--- src/hw/exmon_pkg.sv ---
package exmon_pkg;
    // requester of an access into the memory system
    typedef enum logic [1:0] {
        EXMON_SRC_CORE,
        EXMON_SRC_TCM_SLAVE,
        EXMON_SRC_DEBUG,
        EXMON_SRC_SELFTEST
    } exmon_src_t;

    // port that serves the target address
    typedef enum logic [2:0] {
        EXMON_TGT_TCM,
        EXMON_TGT_MAIN,
        EXMON_TGT_PERIPH,
        EXMON_TGT_PRIV
    } exmon_tgt_t;

    // memory type of the target region
    typedef enum logic [0:0] {
        EXMON_MEM_NORMAL,
        EXMON_MEM_DEVICE
    } exmon_mem_t;

    // state of the tracker for the external exclusive attempt
    typedef enum logic [1:0] {
        EXMON_ST_IDLE,
        EXMON_ST_WAIT
    } exmon_st_t;

    localparam logic EXMON_RESET_OPEN = 1'b0;
    localparam logic EXMON_HAS_GLOBAL_DEFAULT = 1'b1;
    localparam logic EXMON_HAS_PROT_DEFAULT = 1'b1;
endpackage

--- src/hw/exmon_attr.sv ---
`timescale 1ns/1ns
// decides whether an access is shareable and whether it goes out exclusive
module exmon_attr
    import exmon_pkg::*;
(
    input wire logic has_prot,
    input wire exmon_tgt_t tgt,
    input wire exmon_mem_t mem,
    input wire logic region_shareable,
    input wire logic region_cacheable,
    output logic shareable,
    output logic ext_excl,
    output logic cacheable
);
    // without a protection unit normal memory is non-shareable; device stays shareable
    always_comb begin
        shareable = (mem == EXMON_MEM_DEVICE) ||
                    (has_prot && region_shareable);
        // only main and peripheral ports carry exclusive transfers
        ext_excl = shareable && ((tgt == EXMON_TGT_MAIN) ||
                   (tgt == EXMON_TGT_PERIPH));
        // shareable normal exclusive bypasses the cache
        cacheable = region_cacheable && !shareable &&
                    (mem == EXMON_MEM_NORMAL);
    end
endmodule

--- src/hw/exmon_resp.sv ---
`timescale 1ns/1ns
// tracks one outstanding external exclusive and passes its okay status straight through
module exmon_resp
    import exmon_pkg::*;
(
    input wire logic core_clk,
    input wire logic resetn,
    input wire logic issue,
    input wire logic resp_valid,
    input wire logic resp_exokay,
    output logic busy,
    output logic done,
    output logic exokay
);
    exmon_st_t st_q;

    // wait for the single answer; a plain okay is no error
    always_ff @(posedge core_clk or negedge resetn) begin
        if (!resetn) begin
            st_q <= EXMON_ST_IDLE;
        end else begin
            unique case (st_q)
                EXMON_ST_IDLE: if (issue) st_q <= EXMON_ST_WAIT;
                EXMON_ST_WAIT: if (resp_valid) st_q <= EXMON_ST_IDLE;
                default: st_q <= EXMON_ST_IDLE;
            endcase
        end
    end

    assign busy = (st_q == EXMON_ST_WAIT);
    assign done = busy && resp_valid;
    assign exokay = resp_exokay;
endmodule

--- src/hw/exmon_top.sv ---
`timescale 1ns/1ns
module exmon_top
    import exmon_pkg::*;
#(
    parameter logic HAS_GLOBAL = EXMON_HAS_GLOBAL_DEFAULT,
    parameter logic HAS_PROT = EXMON_HAS_PROT_DEFAULT
)(
    input wire logic core_clk,
    input wire logic resetn,
    input wire logic req_valid,
    input wire exmon_src_t req_src,
    input wire exmon_tgt_t req_tgt,
    input wire exmon_mem_t req_mem,
    input wire logic req_shareable,
    input wire logic req_cacheable,
    input wire logic exclusive_load_op,
    input wire logic exclusive_store_op,
    input wire logic exc_entry,
    input wire logic exc_return,
    input wire logic bus_resp_valid,
    input wire logic bus_resp_exokay,
    output logic bus_excl,
    output logic bus_cacheable,
    output logic store_done,
    output logic store_fail,
    output logic monitor_set
);
    logic mon_q;
    logic shareable;
    logic ext_excl;
    logic cacheable;
    logic core_req;
    logic load_sets;
    logic store_hit;
    logic resp_busy;
    logic resp_done;
    logic resp_exokay;
    logic issue_st;
    logic pend_mon_q;
    logic local_done;
    logic fail_d;
    logic ext_fail;
    logic out_d;
    logic park_q;
    logic park_fail_q;

    exmon_attr u_attr (
        .has_prot(HAS_PROT),
        .tgt(req_tgt),
        .mem(req_mem),
        .region_shareable(req_shareable),
        .region_cacheable(req_cacheable),
        .shareable(shareable),
        .ext_excl(ext_excl),
        .cacheable(cacheable)
    );

    // only core requests count; slave, debug, self-test ignored
    assign core_req = req_valid && (req_src == EXMON_SRC_CORE);

    // qualifying loads; private region and unsupported shareable skip
    assign load_sets = core_req && exclusive_load_op &&
        (req_tgt != EXMON_TGT_PRIV) &&
        (!shareable || HAS_GLOBAL || req_tgt == EXMON_TGT_TCM);

    assign store_hit = core_req && exclusive_store_op;
    assign issue_st = store_hit && ext_excl && !resp_busy;

    // single untagged bit; clears beat sets in the same cycle
    always_ff @(posedge core_clk or negedge resetn) begin
        if (!resetn) begin
            mon_q <= EXMON_RESET_OPEN;
        end else if (store_hit || exc_entry || exc_return) begin
            mon_q <= 1'b0;
        end else if (load_sets) begin
            mon_q <= 1'b1;
        end
    end

    // keep monitor value seen at issue until the answer returns
    always_ff @(posedge core_clk or negedge resetn) begin
        if (!resetn) begin
            pend_mon_q <= 1'b0;
        end else if (issue_st) begin
            pend_mon_q <= mon_q;
        end
    end

    exmon_resp u_resp (
        .core_clk(core_clk),
        .resetn(resetn),
        .issue(issue_st),
        .resp_valid(bus_resp_valid),
        .resp_exokay(bus_resp_exokay),
        .busy(resp_busy),
        .done(resp_done),
        .exokay(resp_exokay)
    );

    // local-only stores resolve at once against the monitor
    assign local_done = store_hit && !ext_excl;
    // a plain okay is no fault, it only fails the store
    assign ext_fail = !(pend_mon_q && resp_exokay);

    // a local store resolving in the answer's cycle pushes the external
    // outcome back; one slot suffices because the next external store
    // is a cycle without a local store and so drains the slot first
    always_ff @(posedge core_clk or negedge resetn) begin
        if (!resetn) begin
            park_q <= 1'b0;
            park_fail_q <= 1'b0;
        end else if (resp_done && local_done) begin
            park_q <= 1'b1;
            park_fail_q <= ext_fail;
        end else if (!local_done) begin
            park_q <= 1'b0;
        end
    end

    // local first, then a parked answer, then a fresh answer
    assign out_d = local_done || park_q || resp_done;
    assign fail_d = local_done ? !mon_q :
                    park_q ? park_fail_q : ext_fail;

    // outcome registered one cycle after resolution
    always_ff @(posedge core_clk or negedge resetn) begin
        if (!resetn) begin
            store_done <= 1'b0;
            store_fail <= 1'b0;
        end else begin
            store_done <= out_d;
            store_fail <= out_d && fail_d;
        end
    end

    // exclusive marking on the bus; cache bypass for shareable
    always_ff @(posedge core_clk or negedge resetn) begin
        if (!resetn) begin
            bus_excl <= 1'b0;
            bus_cacheable <= 1'b0;
        end else begin
            // a store refused while one is pending goes out unmarked
            bus_excl <= (core_req && ext_excl && exclusive_load_op) ||
                issue_st;
            bus_cacheable <= core_req && cacheable;
        end
    end

    assign monitor_set = mon_q;

    // every exclusive store from the core drops the reservation
    store_clears_a: assert property (
        @(posedge core_clk) disable iff (!resetn)
        store_hit |=> !mon_q)
        else $error("store left monitor set");

    // exception entry and return both drop it
    exc_clears_a: assert property (
        @(posedge core_clk) disable iff (!resetn)
        (exc_entry || exc_return) |=> !mon_q)
        else $error("exception left monitor set");

    // private region loads neither set nor clear
    priv_load_a: assert property (
        @(posedge core_clk) disable iff (!resetn)
        (core_req && exclusive_load_op && req_tgt == EXMON_TGT_PRIV &&
         !exc_entry && !exc_return && !exclusive_store_op)
        |=> mon_q == $past(mon_q))
        else $error("private load changed monitor");

    // slave, debug and self-test traffic leaves it alone
    other_src_a: assert property (
        @(posedge core_clk) disable iff (!resetn)
        (!core_req && !exc_entry && !exc_return) |=> $stable(mon_q))
        else $error("non-core access changed monitor");

    // a qualifying load with no clear in the cycle sets it
    load_sets_a: assert property (
        @(posedge core_clk) disable iff (!resetn)
        (load_sets && !exclusive_store_op && !exc_entry && !exc_return)
        |=> mon_q)
        else $error("qualifying load did not set");

    // the only way up is a qualifying core load
    rise_cause_a: assert property (
        @(posedge core_clk) disable iff (!resetn)
        $rose(mon_q) |-> $past(load_sets))
        else $error("monitor set without a qualifying load");

    // the only way down is a store or an exception
    fall_cause_a: assert property (
        @(posedge core_clk) disable iff (!resetn)
        $fell(mon_q) |-> $past(store_hit) || $past(exc_entry) ||
            $past(exc_return))
        else $error("monitor dropped without a cause");

    // shareable loads outside the TCM need a global monitor to count
    no_global_a: assert property (
        @(posedge core_clk) disable iff (!resetn)
        (core_req && exclusive_load_op && shareable && !HAS_GLOBAL &&
         req_tgt != EXMON_TGT_TCM && !exclusive_store_op &&
         !exc_entry && !exc_return) |=> $stable(mon_q))
        else $error("shareable load set monitor without global");

    // locally resolved exclusives never reach the bus
    nonshare_a: assert property (
        @(posedge core_clk) disable iff (!resetn)
        (core_req && !ext_excl) |=> !bus_excl)
        else $error("local exclusive went to bus");

    // foreign requesters never mark a transfer exclusive
    src_mark_a: assert property (
        @(posedge core_clk) disable iff (!resetn)
        !core_req |=> !bus_excl)
        else $error("non-core access marked exclusive");

    // ordinary accesses go out plain
    plain_mark_a: assert property (
        @(posedge core_clk) disable iff (!resetn)
        (core_req && !exclusive_load_op && !exclusive_store_op)
        |=> !bus_excl)
        else $error("ordinary access marked exclusive");

    // shareable or device exclusive loads to main or peripheral go out marked
    ext_load_mark_a: assert property (
        @(posedge core_clk) disable iff (!resetn)
        (core_req && exclusive_load_op && ext_excl) |=> bus_excl)
        else $error("external exclusive load not marked");

    // no protection unit: normal memory stays non-shareable
    no_prot_a: assert property (
        @(posedge core_clk) disable iff (!resetn)
        (!HAS_PROT && core_req && req_mem == EXMON_MEM_NORMAL)
        |=> !bus_excl)
        else $error("normal memory went out exclusive");

    // shareable exclusives bypass the cache
    share_nocache_a: assert property (
        @(posedge core_clk) disable iff (!resetn)
        (core_req && shareable) |=> !bus_cacheable)
        else $error("shareable access cacheable");

    // a local store without reservation reports failure
    local_fail_a: assert property (
        @(posedge core_clk) disable iff (!resetn)
        (local_done && !mon_q) |=> store_done && store_fail)
        else $error("store without reservation passed");

    // a local store with reservation reports success
    local_pass_a: assert property (
        @(posedge core_clk) disable iff (!resetn)
        (local_done && mon_q) |=> store_done && !store_fail)
        else $error("store with reservation failed");

    // a plain okay answer fails the store, no fault raised
    ext_fail_a: assert property (
        @(posedge core_clk) disable iff (!resetn)
        (resp_done && !resp_exokay && !local_done && !park_q)
        |=> store_fail)
        else $error("plain okay let store pass");

    // an exclusive okay with reservation passes the store
    ext_pass_a: assert property (
        @(posedge core_clk) disable iff (!resetn)
        (resp_done && resp_exokay && pend_mon_q && !local_done && !park_q)
        |=> store_done && !store_fail)
        else $error("exclusive okay store failed");

    // a reservation lost before issue fails the store despite okay
    nomon_fail_a: assert property (
        @(posedge core_clk) disable iff (!resetn)
        (resp_done && !pend_mon_q && !local_done && !park_q)
        |=> store_fail)
        else $error("store passed without reservation");

    // a parked answer is reported once the local store is out
    park_out_a: assert property (
        @(posedge core_clk) disable iff (!resetn)
        (park_q && !local_done) |=> store_done)
        else $error("parked outcome not reported");

    // failure is only ever shown with its done strobe
    fail_done_a: assert property (
        @(posedge core_clk) disable iff (!resetn)
        store_fail |-> store_done)
        else $error("fail without done");

    // an issued store holds the single outstanding slot
    one_out_a: assert property (
        @(posedge core_clk) disable iff (!resetn)
        issue_st |=> resp_busy)
        else $error("issued store not tracked");

    // load then a passing local store two cycles later
    load_cov_c: cover property (@(posedge core_clk) disable iff (!resetn)
        load_sets ##2 (local_done && !fail_d));
    // external store answered with exclusive okay
    ext_cov_c: cover property (@(posedge core_clk) disable iff (!resetn)
        issue_st ##[1:20] (resp_done && resp_exokay));
    // exception while a reservation stands
    exc_cov_c: cover property (@(posedge core_clk) disable iff (!resetn)
        mon_q && exc_entry);
    // external outcome parked behind a local store
    park_cov_c: cover property (@(posedge core_clk) disable iff (!resetn)
        park_q);
    // exclusive load into the private region
    priv_cov_c: cover property (@(posedge core_clk) disable iff (!resetn)
        core_req && exclusive_load_op && req_tgt == EXMON_TGT_PRIV);
endmodule

--- config.mk ---
export PLATFORM = sky130hd
export DESIGN_NAME = exmon_top
export DESIGN_NICKNAME = d
export VERILOG_FILES = /design/src/hw/exmon_pkg.sv /design/src/hw/exmon_attr.sv /design/src/hw/exmon_resp.sv /design/src/hw/exmon_top.sv
export SDC_FILE = /design/constraint.sdc
export NUM_CORES = 1
export LEC_CHECK = 0
export ABC_CLOCK_PERIOD_IN_PS = 1300
export BUFFER_PORTS_ARGS = -buffer_cell sky130_fd_sc_hd__buf_2
export CAP_MARGIN = 20
export CORE_AREA = 2 2 39 41
export CTS_CLUSTER_SIZE = 28
export DETAILED_ROUTE_END_ITERATION = 16
export DIE_AREA = 0 0 41 43
export PLACE_DENSITY_LB_ADDON = 0.12
export SKIP_CTS_REPAIR_TIMING = 1
export SLEW_MARGIN = 15
export SYNTH_ARGS = -nofsm -noshare
export SYNTH_HDL_FRONTEND = slang
export SYNTH_SLANG_ARGS = --single-unit
--- constraint.sdc ---
create_clock -name core_clk -period 1.3 [get_ports core_clk]
set_input_delay 0.26 -clock core_clk [delete_from_list [all_inputs] [get_ports core_clk]]
set_output_delay 0.26 -clock core_clk [all_outputs]
set_load 0.01 [all_outputs]
==> run metrics, run 1 <==
status=finished clean; Longest Clk Path Bufs=2; fin crit period=1.15 ns; Worst Reg2Reg Path Length in Cells=2; Levels on crit path=2; Worst setup EP type=register; slew of the pin with the lowest slew margin=0.252 ns; num rows=14; die height=43 µm; flops & latches, synth=9; Placer Congestion=0.718; first-pass GRT wire length=1.61 mm; grt total ovfl=0; CTS clk-pin slew, worst paths=0.06 ns; worst hold stages=2; Core Util, Final=45.3%; final-report setup violation count=0; DP Area=between 500 and 600 µm²; critical path, cell by cell=nor4b_2 -> mux2_1; port buffer count=21; synth warn=0; Sum Neg Setup Slack=0 ns; Final Skew=about 0.0018 ns; startpoint types=register; CTS tree=built; Post-Syn Instances=38; vias in the first global route=394; Critical R2R Launch=u_resp.st_q[0]; area leader, netlist=dfrtp_1; largest net degree at the start of global routing=10; first drt pass iteration count=1; top post-synthesis cells by area=dfrtp_1 54%, mux2i_1 4.8%, nand2_1 4.5%; via count=about 400; syn avg cell area=11.0 µm²; DR WL/cell=between 10 and 15 µm; Max Fclk=868 MHz; initial antenna violation count=0; Slew Viols, Final=0; RSZ-0062 raised after global routing=false; layout cells sized above 1=47.1%; drt initial violations=0; final period utilization=88.6%; fin cells=86; die area=1760 µm²; largest delay contributor family on the critical path=flip-flops; Worst-Skew Late Latency=about 0.26 ns; Netlist cell types=22; Max-slew headroom=between 80 and 90%; post-layout net count=88; syn nets=55; die width=41 µm; CTS buffer count=3; DRC errors left=0; pwr dens=923 nW/µm²; Crit path required time=1.44 ns; max-cap violation count=0; Worst Path Buf+Inv=0; Synth Cell Area=between 400 and 500 µm²; Routed Antenna Nets=0; CTS root buf=clkbuf_4; vias per inst=roughly 4.7; Worst EP arrival=1.30 ns; initial core utilization=30.3%; I/O pin cnt=22; GRT Total Usage=13.9%; Yosys top cell area share=53.7%; Post-DP HPWL=800 µm; Worst Path Max Fanout=2; critical path endpoint=pend_mon_q; core area=1380 µm²; Setup CP Type=reg -> reg; sequential share of the synthesized area=53.7%; critical path's largest stage delay=0.40 ns; CTS H-tree depth=1; Area Overhead vs Synth=49.6%; final instance area=approximately 630 µm²; Routed Wire Length=just under 1 mm; reg-to-reg endpoint=pend_mon_q; Num Clock Sinks=9; post-placement cell count=81; Crit. Startpoint=u_resp.st_q[0]; # diodes=0; final hold violation count=0; Worst Hold Class=in -> reg; Leak=0.342 nW; maximum vdd ir drop=just over 0.3 mV; Reg2Reg Setup Slack=0.15 ns; Crit-path slowest cell=dfrtp_1
state kept, by name, summed over array words and instances, names as in the netlist:
register / count
store_done: 1
bus_cacheable: 1
store_fail: 1
monitor_set: 1
park_fail_q: 1
pend_mon_q: 1
u_resp.st_q: 1
park_q: 1
bus_excl: 1
how the worst min path moves through the flow:
| stage | start | end | slack [ns] |
|---|---|---|---|
| 3_5_place_dp | resetn | store_fail | 0.13 |
| 2_1_floorplan | resetn | bus_cacheable | -0.04 |
| 3_3_place_gp | resetn | store_done | 0.12 |
| 4_1_cts | resetn | store_fail | -0.16 |
| 6_report | exc_return | monitor_set | 0.15 |
| 5_1_grt | exc_return | monitor_set | 0.14 |
report_power, final:
part / leakage, nW / switching (W) / internal, W
clock network: 0.0177 / 0.0000996 / 0.000113
logic: 0.204 / 0.0000353 / 0.0000441
registers: 0.120 / 0.00000183 / 0.000284
metrics by stage:
step / hold WS, ns / setup WS [ns] / power (W)
finish: 0.150 / 0.148 / 0.000579
global route: 0.141 / 0.134 / 0.000621
CTS: -0.160 / 0.150 / 0.000591
detailed placement: 0.125 / -0.0418 / 0.000370
global placement: 0.121 / -0.0200 / 0.000369
floorplan: -0.0356 / 0.0714 / 0.000316
layout make-up:
type	count	area (µm²)
flip-flops and latches	9	225
multi-input cells	27	186
clock inverters	1	5.00
clock buffers	3	22.5
repair buffers	28	160
well taps	16	20.0
fillers	133	757
inverters	2	7.51
cell families (layout without fill, tap and decap cells):
| logic type | after synthesis | in the layout | synth area share [%] |
|---|---|---|---|
| AO/OA/AOI/OAI | 8 | 8 | 12.5 |
| XOR/XNOR | 1 | 1 | 2.09 |
| buffers and inverters | 2 | 34 | 1.79 |
| flip-flops | 9 | 9 | 53.7 |
| multiplexers | 3 | 3 | 7.46 |
| AND/OR/NAND/NOR | 15 | 15 | 22.4 |
Yosys cell counts:
library cell  number
nor2_1             2
o22ai_1            1
o31a_1             1
xnor2_1            1
nor4_1             1
a31oi_1            1
and4bb_2           1
and3_1             1
mux2_1             1
inv_1              2
dfrtp_1            9
nor3b_1            1
nand3b_1           1
nor4b_2            1
o21ai_1            1
nand2_1            5
o21bai_1           1
o2111ai_1          1
mux2i_1            2
a21oi_1            2
and2_1             1
or2_1              1
cell usage in the layout, fill, tap and decap left out, drive strengths merged, types with 2 or more instances in the layout:
cell / synthesis / final
a21oi: 2 / 2
buf: 0 / 27
clkbuf: 0 / 3
dfrtp: 9 / 9
inv: 2 / 2
mux2i: 2 / 2
nand2: 5 / 5
nor2: 2 / 2
metal layers:
metal	up-vias	wire [µm]	track usage, %
li1	202	-	-
met1	185	464	18.6
met2	14	430	18.8
met3	0	66	4.71
met4	0	0	8.00
met5	-	0	0
Note: power is estimated with default switching activity, not from simulation.
==> inputs of run 2 (changes only) <==
==> constraint.sdc (replaced) <==
create_clock -name core_clk -period 1.3 [get_ports core_clk]
set_input_delay 0.13 -clock core_clk [delete_from_list [all_inputs] [get_ports core_clk]]
set_output_delay 0.13 -clock core_clk [all_outputs]
set_load 0.01 [all_outputs]
==> run 2 against run 1 <==
Against the previous run:
- cell count down 3.5%
- global-route usage shrank 0.57 points
- fmax grew 2.6%
- hold slack got worse by 0.12 ns
- core utilization decreased by 1.7 points
- register-to-register slack improved by 0.03 ns
- worst setup slack better by 0.030 ns
- combinational power down 12%
- first-iteration DRC count grew 4
- clock power hardly changed
- via count decreased by 3.2%
- critical endpoint unchanged
==> run metrics, run 2 (synthesized netlist as in run 1, its figures left out) <==
status=finished clean (unchanged); GRT Total Usage=13.4% (was 13.9%); Max-slew headroom=73.6% (was 83.1%); critical path's largest stage delay=0.39 ns (was 0.40 ns); Slew Viols, Final=0 (unchanged); FF+latch area=225 µm² (unchanged); pwr dens=940 nW/µm² (was 923 nW/µm²); Routed Antenna Nets=0 (unchanged); area of the multi-input gates=186 µm² (unchanged); Sum Neg Setup Slack=0 ns (unchanged); CTS H-tree depth=1 (unchanged); die height=43 µm (unchanged); first drt pass iteration count=4 (was 1); Worst-Skew Late Latency=0.25 ns (was 0.26 ns); Setup CP Type=reg -> reg (unchanged); fin crit period=1.12 ns (was 1.15 ns); maximum vdd ir drop=0.401 mV (was 0.309 mV); commonest non-fill, non-tap cell in the layout=buf_2 (unchanged); core area=1380 µm² (unchanged); max-cap violation count=0 (unchanged); drt initial violations=4 (was 0); CTS root buf=clkbuf_4 (unchanged); Crit-path slowest cell=dfrtp_1 (unchanged); initial core utilization=30.3% (unchanged); CTS buffer count=3 (unchanged); DR WL/cell=10.8 µm (was 11.2 µm); port buffer count=21 (unchanged); Leak=0.325 nW (was 0.342 nW); top layer in use=met3 (unchanged); Worst Path Max Fanout=2 (unchanged); post-layout net count=85 (was 88); Final Skew=0.00149 ns (was 0.00182 ns); critical path, cell by cell=nor4b_2 -> mux2_1 (unchanged); initial antenna violation count=0 (unchanged); Area Overhead vs Synth=43.9% (was 49.6%); die width=41 µm (unchanged); Routed Wire Length=900 µm (was 961 µm); total power=0.000567 W (was 0.000579 W); Worst EP arrival=1.26 ns (was 1.30 ns); vias per inst=4.67 (was 4.66); DRC errors left=0 (unchanged); final period utilization=86.4% (was 88.6%); grt total ovfl=0 (unchanged); Longest Clk Path Bufs=2 (unchanged); Placer Congestion=0.697 (was 0.718); via count=388 (was 401); Worst Hold Class=in -> reg (unchanged); # fillers=145 (was 133); I/O pin cnt=22 (unchanged); # diodes=0 (unchanged); final-report setup violation count=0 (unchanged); RSZ-0062 raised after global routing=false (unchanged); num rows=14 (unchanged); Met3 Routed Length=94 µm (was 66 µm); startpoint types=register (unchanged); vias in the first global route=407 (was 394); Post-Route M1 WL=411 µm (was 464 µm); first-pass GRT wire length=1.56 mm (was 1.61 mm); CTS clk-pin slew, worst paths=0.06 ns (about the same); largest net degree at the start of global routing=10 (unchanged); met2 routed WL=394 µm (was 430 µm); commonest cells after routing, fill and taps aside=21 x buf_2, 9 x dfrtp_1, 5 x nand2_1 (was 21 x buf_2, 9 x dfrtp_1, 6 x buf_4); Num Clock Sinks=9 (unchanged); die area=1760 µm² (unchanged); slew of the pin with the lowest slew margin=0.393 ns (was 0.252 ns); Worst setup EP type=register (unchanged); Crit path required time=1.44 ns (about the same); layout cells sized above 1=43.3% (was 47.1%); Max Fclk=891 MHz (was 868 MHz); CTS tree=built (unchanged); final hold violation count=0 (unchanged)
run 2: cell types whose count changed in the layout (fill, tap and decap cells not counted):
cell	before	now
buf_4	6	3
clkbuf_1	0	1
clkinv_2	1	0
run 2: final timing paths:
check / startpoint / endpoint / slack [ns] / cells past startpoint
min in group asynchronous: resetn / park_q / 0.25 / 2
max in group asynchronous: resetn / bus_excl / 0.88 / 2
min: exc_return / monitor_set / 0.03 / 2
max reg2reg: u_resp.st_q[0] / pend_mon_q / 0.18 / 2
min reg2reg: pend_mon_q / pend_mon_q / 0.52 / 1
max: u_resp.st_q[0] / pend_mon_q / 0.18 / 2
run 2: critical path, delay by kind of cell (launching register included):
family	cells	cell delay [ns]
flip-flops	1	0.39
multiplexers	1	0.34
AND/OR/NAND/NOR	1	0.28
run 2: area by class of cell:
cell class / instances / area share, %
clock buffer: 4 / 4.36
inverter: 2 / 1.24
multi-input combinational: 27 / 30.9
sequential: 9 / 37.3
tap: 16 / 3.32
timing repair buffer: 25 / 22.8
run 2: stage by stage:
step | std cells | setup WS (ns) | hold slack (ns) | area, µm² | util, %
5_1_grt | 83 | 0.154 | 0.0128 | 603 | 43.6
2_1_floorplan | 38 | 0.172 | -0.166 | 419 | -
6_report | 83 | 0.177 | 0.0262 | 603 | 43.6
4_1_cts | 82 | 0.168 | -0.286 | 593 | 42.9
3_5_place_dp | 78 | 0.0912 | -0.0105 | 567 | 41.0
3_3_place_gp | 78 | 0.109 | -0.00537 | 567 | 41.0
run 2: metal layers:
metal | vias up | GRT usage [%]
met3 | 0 | 6.28
met2 | 19 | 17.8
li1 | 200 | -
met1 | 169 | 17.8
met4 | 0 | 6.00
met5 | - | 0
run 2: where the power goes:
part | total [W] | leakage [nW] | switching [W] | internal [W]
Combinational | 0.0000698 | 0.190 | 0.0000336 | 0.0000362
Clock | 0.000211 | 0.0150 | 0.0000930 | 0.000118
Sequential | 0.000286 | 0.120 | 0.00000173 | 0.000285
Total | 0.000567 | 0.325 | 0.000128 | 0.000439
==> inputs of run 3 (changes only) <==
--- a/config.mk
+++ b/config.mk
@@ -5,7 +5,7 @@
 export SDC_FILE = /design/constraint.sdc
 export NUM_CORES = 1
 export LEC_CHECK = 0
-export ABC_CLOCK_PERIOD_IN_PS = 1300
+export ABC_CLOCK_PERIOD_IN_PS = 1100
 export BUFFER_PORTS_ARGS = -buffer_cell sky130_fd_sc_hd__buf_2
 export CAP_MARGIN = 20
 export CORE_AREA = 2 2 39 41
@@ -18,3 +18,4 @@
 export SYNTH_ARGS = -nofsm -noshare
 export SYNTH_HDL_FRONTEND = slang
 export SYNTH_SLANG_ARGS = --single-unit
+export TNS_END_PERCENT = 50
==> constraint.sdc (replaced) <==
create_clock -name core_clk -period 1.1 [get_ports core_clk]
set_input_delay 0.11 -clock core_clk [delete_from_list [all_inputs] [get_ports core_clk]]
set_output_delay 0.11 -clock core_clk [all_outputs]
set_load 0.01 [all_outputs]
==> run 3 against run 2 <==
Against the previous run:
- critical path depth stayed put
- first-iteration DRC count down 25%
- clock power rose by 18%
- register-to-register slack worse by 0.17 ns
- sequential cell count unchanged
- die area unchanged
- sequential power up 18%
- power increased by 21%
- critical path type unchanged
==> run metrics, run 3 (synthesized netlist as in run 1, its figures left out) <==
DP Area=582 µm² (was 567 µm²); total power=0.000686 W (was 0.000567 W); commonest non-fill, non-tap cell in the layout=buf_2 (unchanged); final-report setup violation count=0 (unchanged); DR WL/cell=11.3 µm (was 10.8 µm); vias per inst=4.66 (was 4.67); final instance area=638 µm² (was 603 µm²); Post-DP HPWL=794 µm; Final Skew=0.00655 ns (was 0.00149 ns); Longest Clk Path Bufs=2 (unchanged); commonest cells after routing, fill and taps aside=21 x buf_2, 9 x dfrtp_1, 5 x nand2_1, 5 x buf_4 (was 21 x buf_2, 9 x dfrtp_1, 5 x nand2_1); CTS clk-pin slew, worst paths=0.06 ns (about the same); Sum Neg Setup Slack=0 ns (unchanged); top layer in use=met4 (was met3); Setup CP Type=reg -> reg (unchanged); first drt pass iteration count=3 (was 4); die area=1760 µm² (unchanged); final period utilization=99.1% (was 86.4%); RSZ-0062 raised after global routing=true (was false); Routed Wire Length=980 µm (was 900 µm); Leak=0.342 nW (was 0.325 nW); num rows=14 (unchanged); initial core utilization=30.3% (unchanged); Post-Route M1 WL=421 µm (was 411 µm); port buffer count=21 (unchanged); max-cap violation count=0 (unchanged); critical path's largest stage delay=0.40 ns (was 0.39 ns); fin crit period=1.09 ns (was 1.12 ns); layout cells sized above 1=43.7% (was 43.3%); Num Clock Sinks=9 (unchanged); met2 routed WL=487 µm (was 394 µm); DRC errors left=0 (unchanged); critical path, cell by cell=nor4b_2 -> mux2_1 (unchanged); Worst EP arrival=1.23 ns (was 1.26 ns); Routed Antenna Nets=0 (unchanged); vias in the first global route=365 (was 407); via count=405 (was 388); CTS tree=built (unchanged); CTS buffer count=3 (unchanged); Worst Hold Class=in -> reg (unchanged); Crit-path slowest cell=dfrtp_1 (unchanged); maximum vdd ir drop=0.401 mV (about the same); post-layout net count=89 (was 85); # diodes=0 (unchanged); Max-slew headroom=77.9% (was 73.6%); GRT Total Usage=13.7% (was 13.4%); largest delay contributor family on the critical path=flip-flops (unchanged); Met3 Routed Length=61 µm (was 94 µm); CTS root buf=clkbuf_4 (unchanged); Crit path required time=1.24 ns (was 1.44 ns); die width=41 µm (unchanged); Worst Path Buf+Inv=0 (unchanged); startpoint types=register (unchanged); Max Fclk=918 MHz (was 891 MHz); pwr dens=1070 nW/µm² (was 940 nW/µm²); status=finished clean (unchanged); Placer Congestion=0.714 (was 0.697); I/O pin cnt=22 (unchanged); Worst Path Max Fanout=2 (unchanged); Area Overhead vs Synth=52.2% (was 43.9%); largest net degree at the start of global routing=10 (unchanged); first-pass GRT wire length=1.50 mm (was 1.56 mm); Slew Viols, Final=0 (unchanged); core area=1380 µm² (unchanged); slew of the pin with the lowest slew margin=0.331 ns (was 0.393 ns); initial antenna violation count=0 (unchanged); CTS H-tree depth=1 (unchanged); die height=43 µm (unchanged); Worst-Skew Late Latency=0.26 ns (was 0.25 ns); Worst setup EP type=register (unchanged); drt initial violations=3 (was 4); final hold violation count=0 (unchanged); grt total ovfl=0 (unchanged)
run 3: cell count changes in the layout (fill, tap and decap cells not counted):
cell / before / now
buf_4: 3 / 5
dlygate4sd3_1: 1 / 3
run 3: where the power goes:
part / internal, W / switching (W) / leakage [nW] / total [W]
clock network: 0.000139 / 0.000111 / 0.0150 / 0.000250
logic: 0.0000551 / 0.0000420 / 0.207 / 0.0000971
registers: 0.000336 / 0.00000198 / 0.120 / 0.000338
total: 0.000531 / 0.000155 / 0.342 / 0.000686
run 3: worst reg2reg max path, stage by stage, from the launching register on:
cell,delay (ns)
dfrtp_1,0.40
nor4b_2,0.24
mux2_1,0.34
run 3: routing by layer:
layer | vias to the layer above | global-route usage, %
met2 | 14 | 17.2
met1 | 184 | 16.7
met3 | 2 | 6.28
met4 | 0 | 12.0
met5 | - | 0
li1 | 205 | -
run 3: final timing paths:
path | start | endpoint | slack [ns] | cells after the start
worst max register to register | u_resp.st_q[0] | pend_mon_q | 0.01 | 2
worst max-delay path | u_resp.st_q[0] | pend_mon_q | 0.01 | 2
worst min register to register | pend_mon_q | pend_mon_q | 0.48 | 1
max in group asynchronous | resetn | monitor_set | 0.70 | 2
worst min-delay path | exclusive_load_op | bus_excl | 0.09 | 3
min in group asynchronous | resetn | park_fail_q | 0.22 | 2
run 3: cell type report:
cell class / instances / area [µm²]
Sequential cell: 9 / 225
Multi-Input combinational cell: 27 / 186
Fill cell: 138 / 746
Clock buffer: 4 / 26.3
Tap cell: 16 / 20.0
Timing Repair Buffer: 29 / 173
Inverter: 2 / 7.51
run 3: stage by stage:
| stage | setup WS, ns | hold WS, ns | instances | utilization, % |
|---|---|---|---|---|
| global route | -0.0644 | 0.0761 | 87 | 46.1 |
| detailed placement | -0.0898 | -0.0279 | 80 | 42.0 |
| finish | 0.0103 | 0.0914 | 87 | 46.1 |
| floorplan | 0.0214 | -0.186 | 38 | - |
| global placement | -0.0688 | -0.0274 | 80 | 42.0 |
| CTS | 0.00579 | -0.312 | 84 | 43.9 |
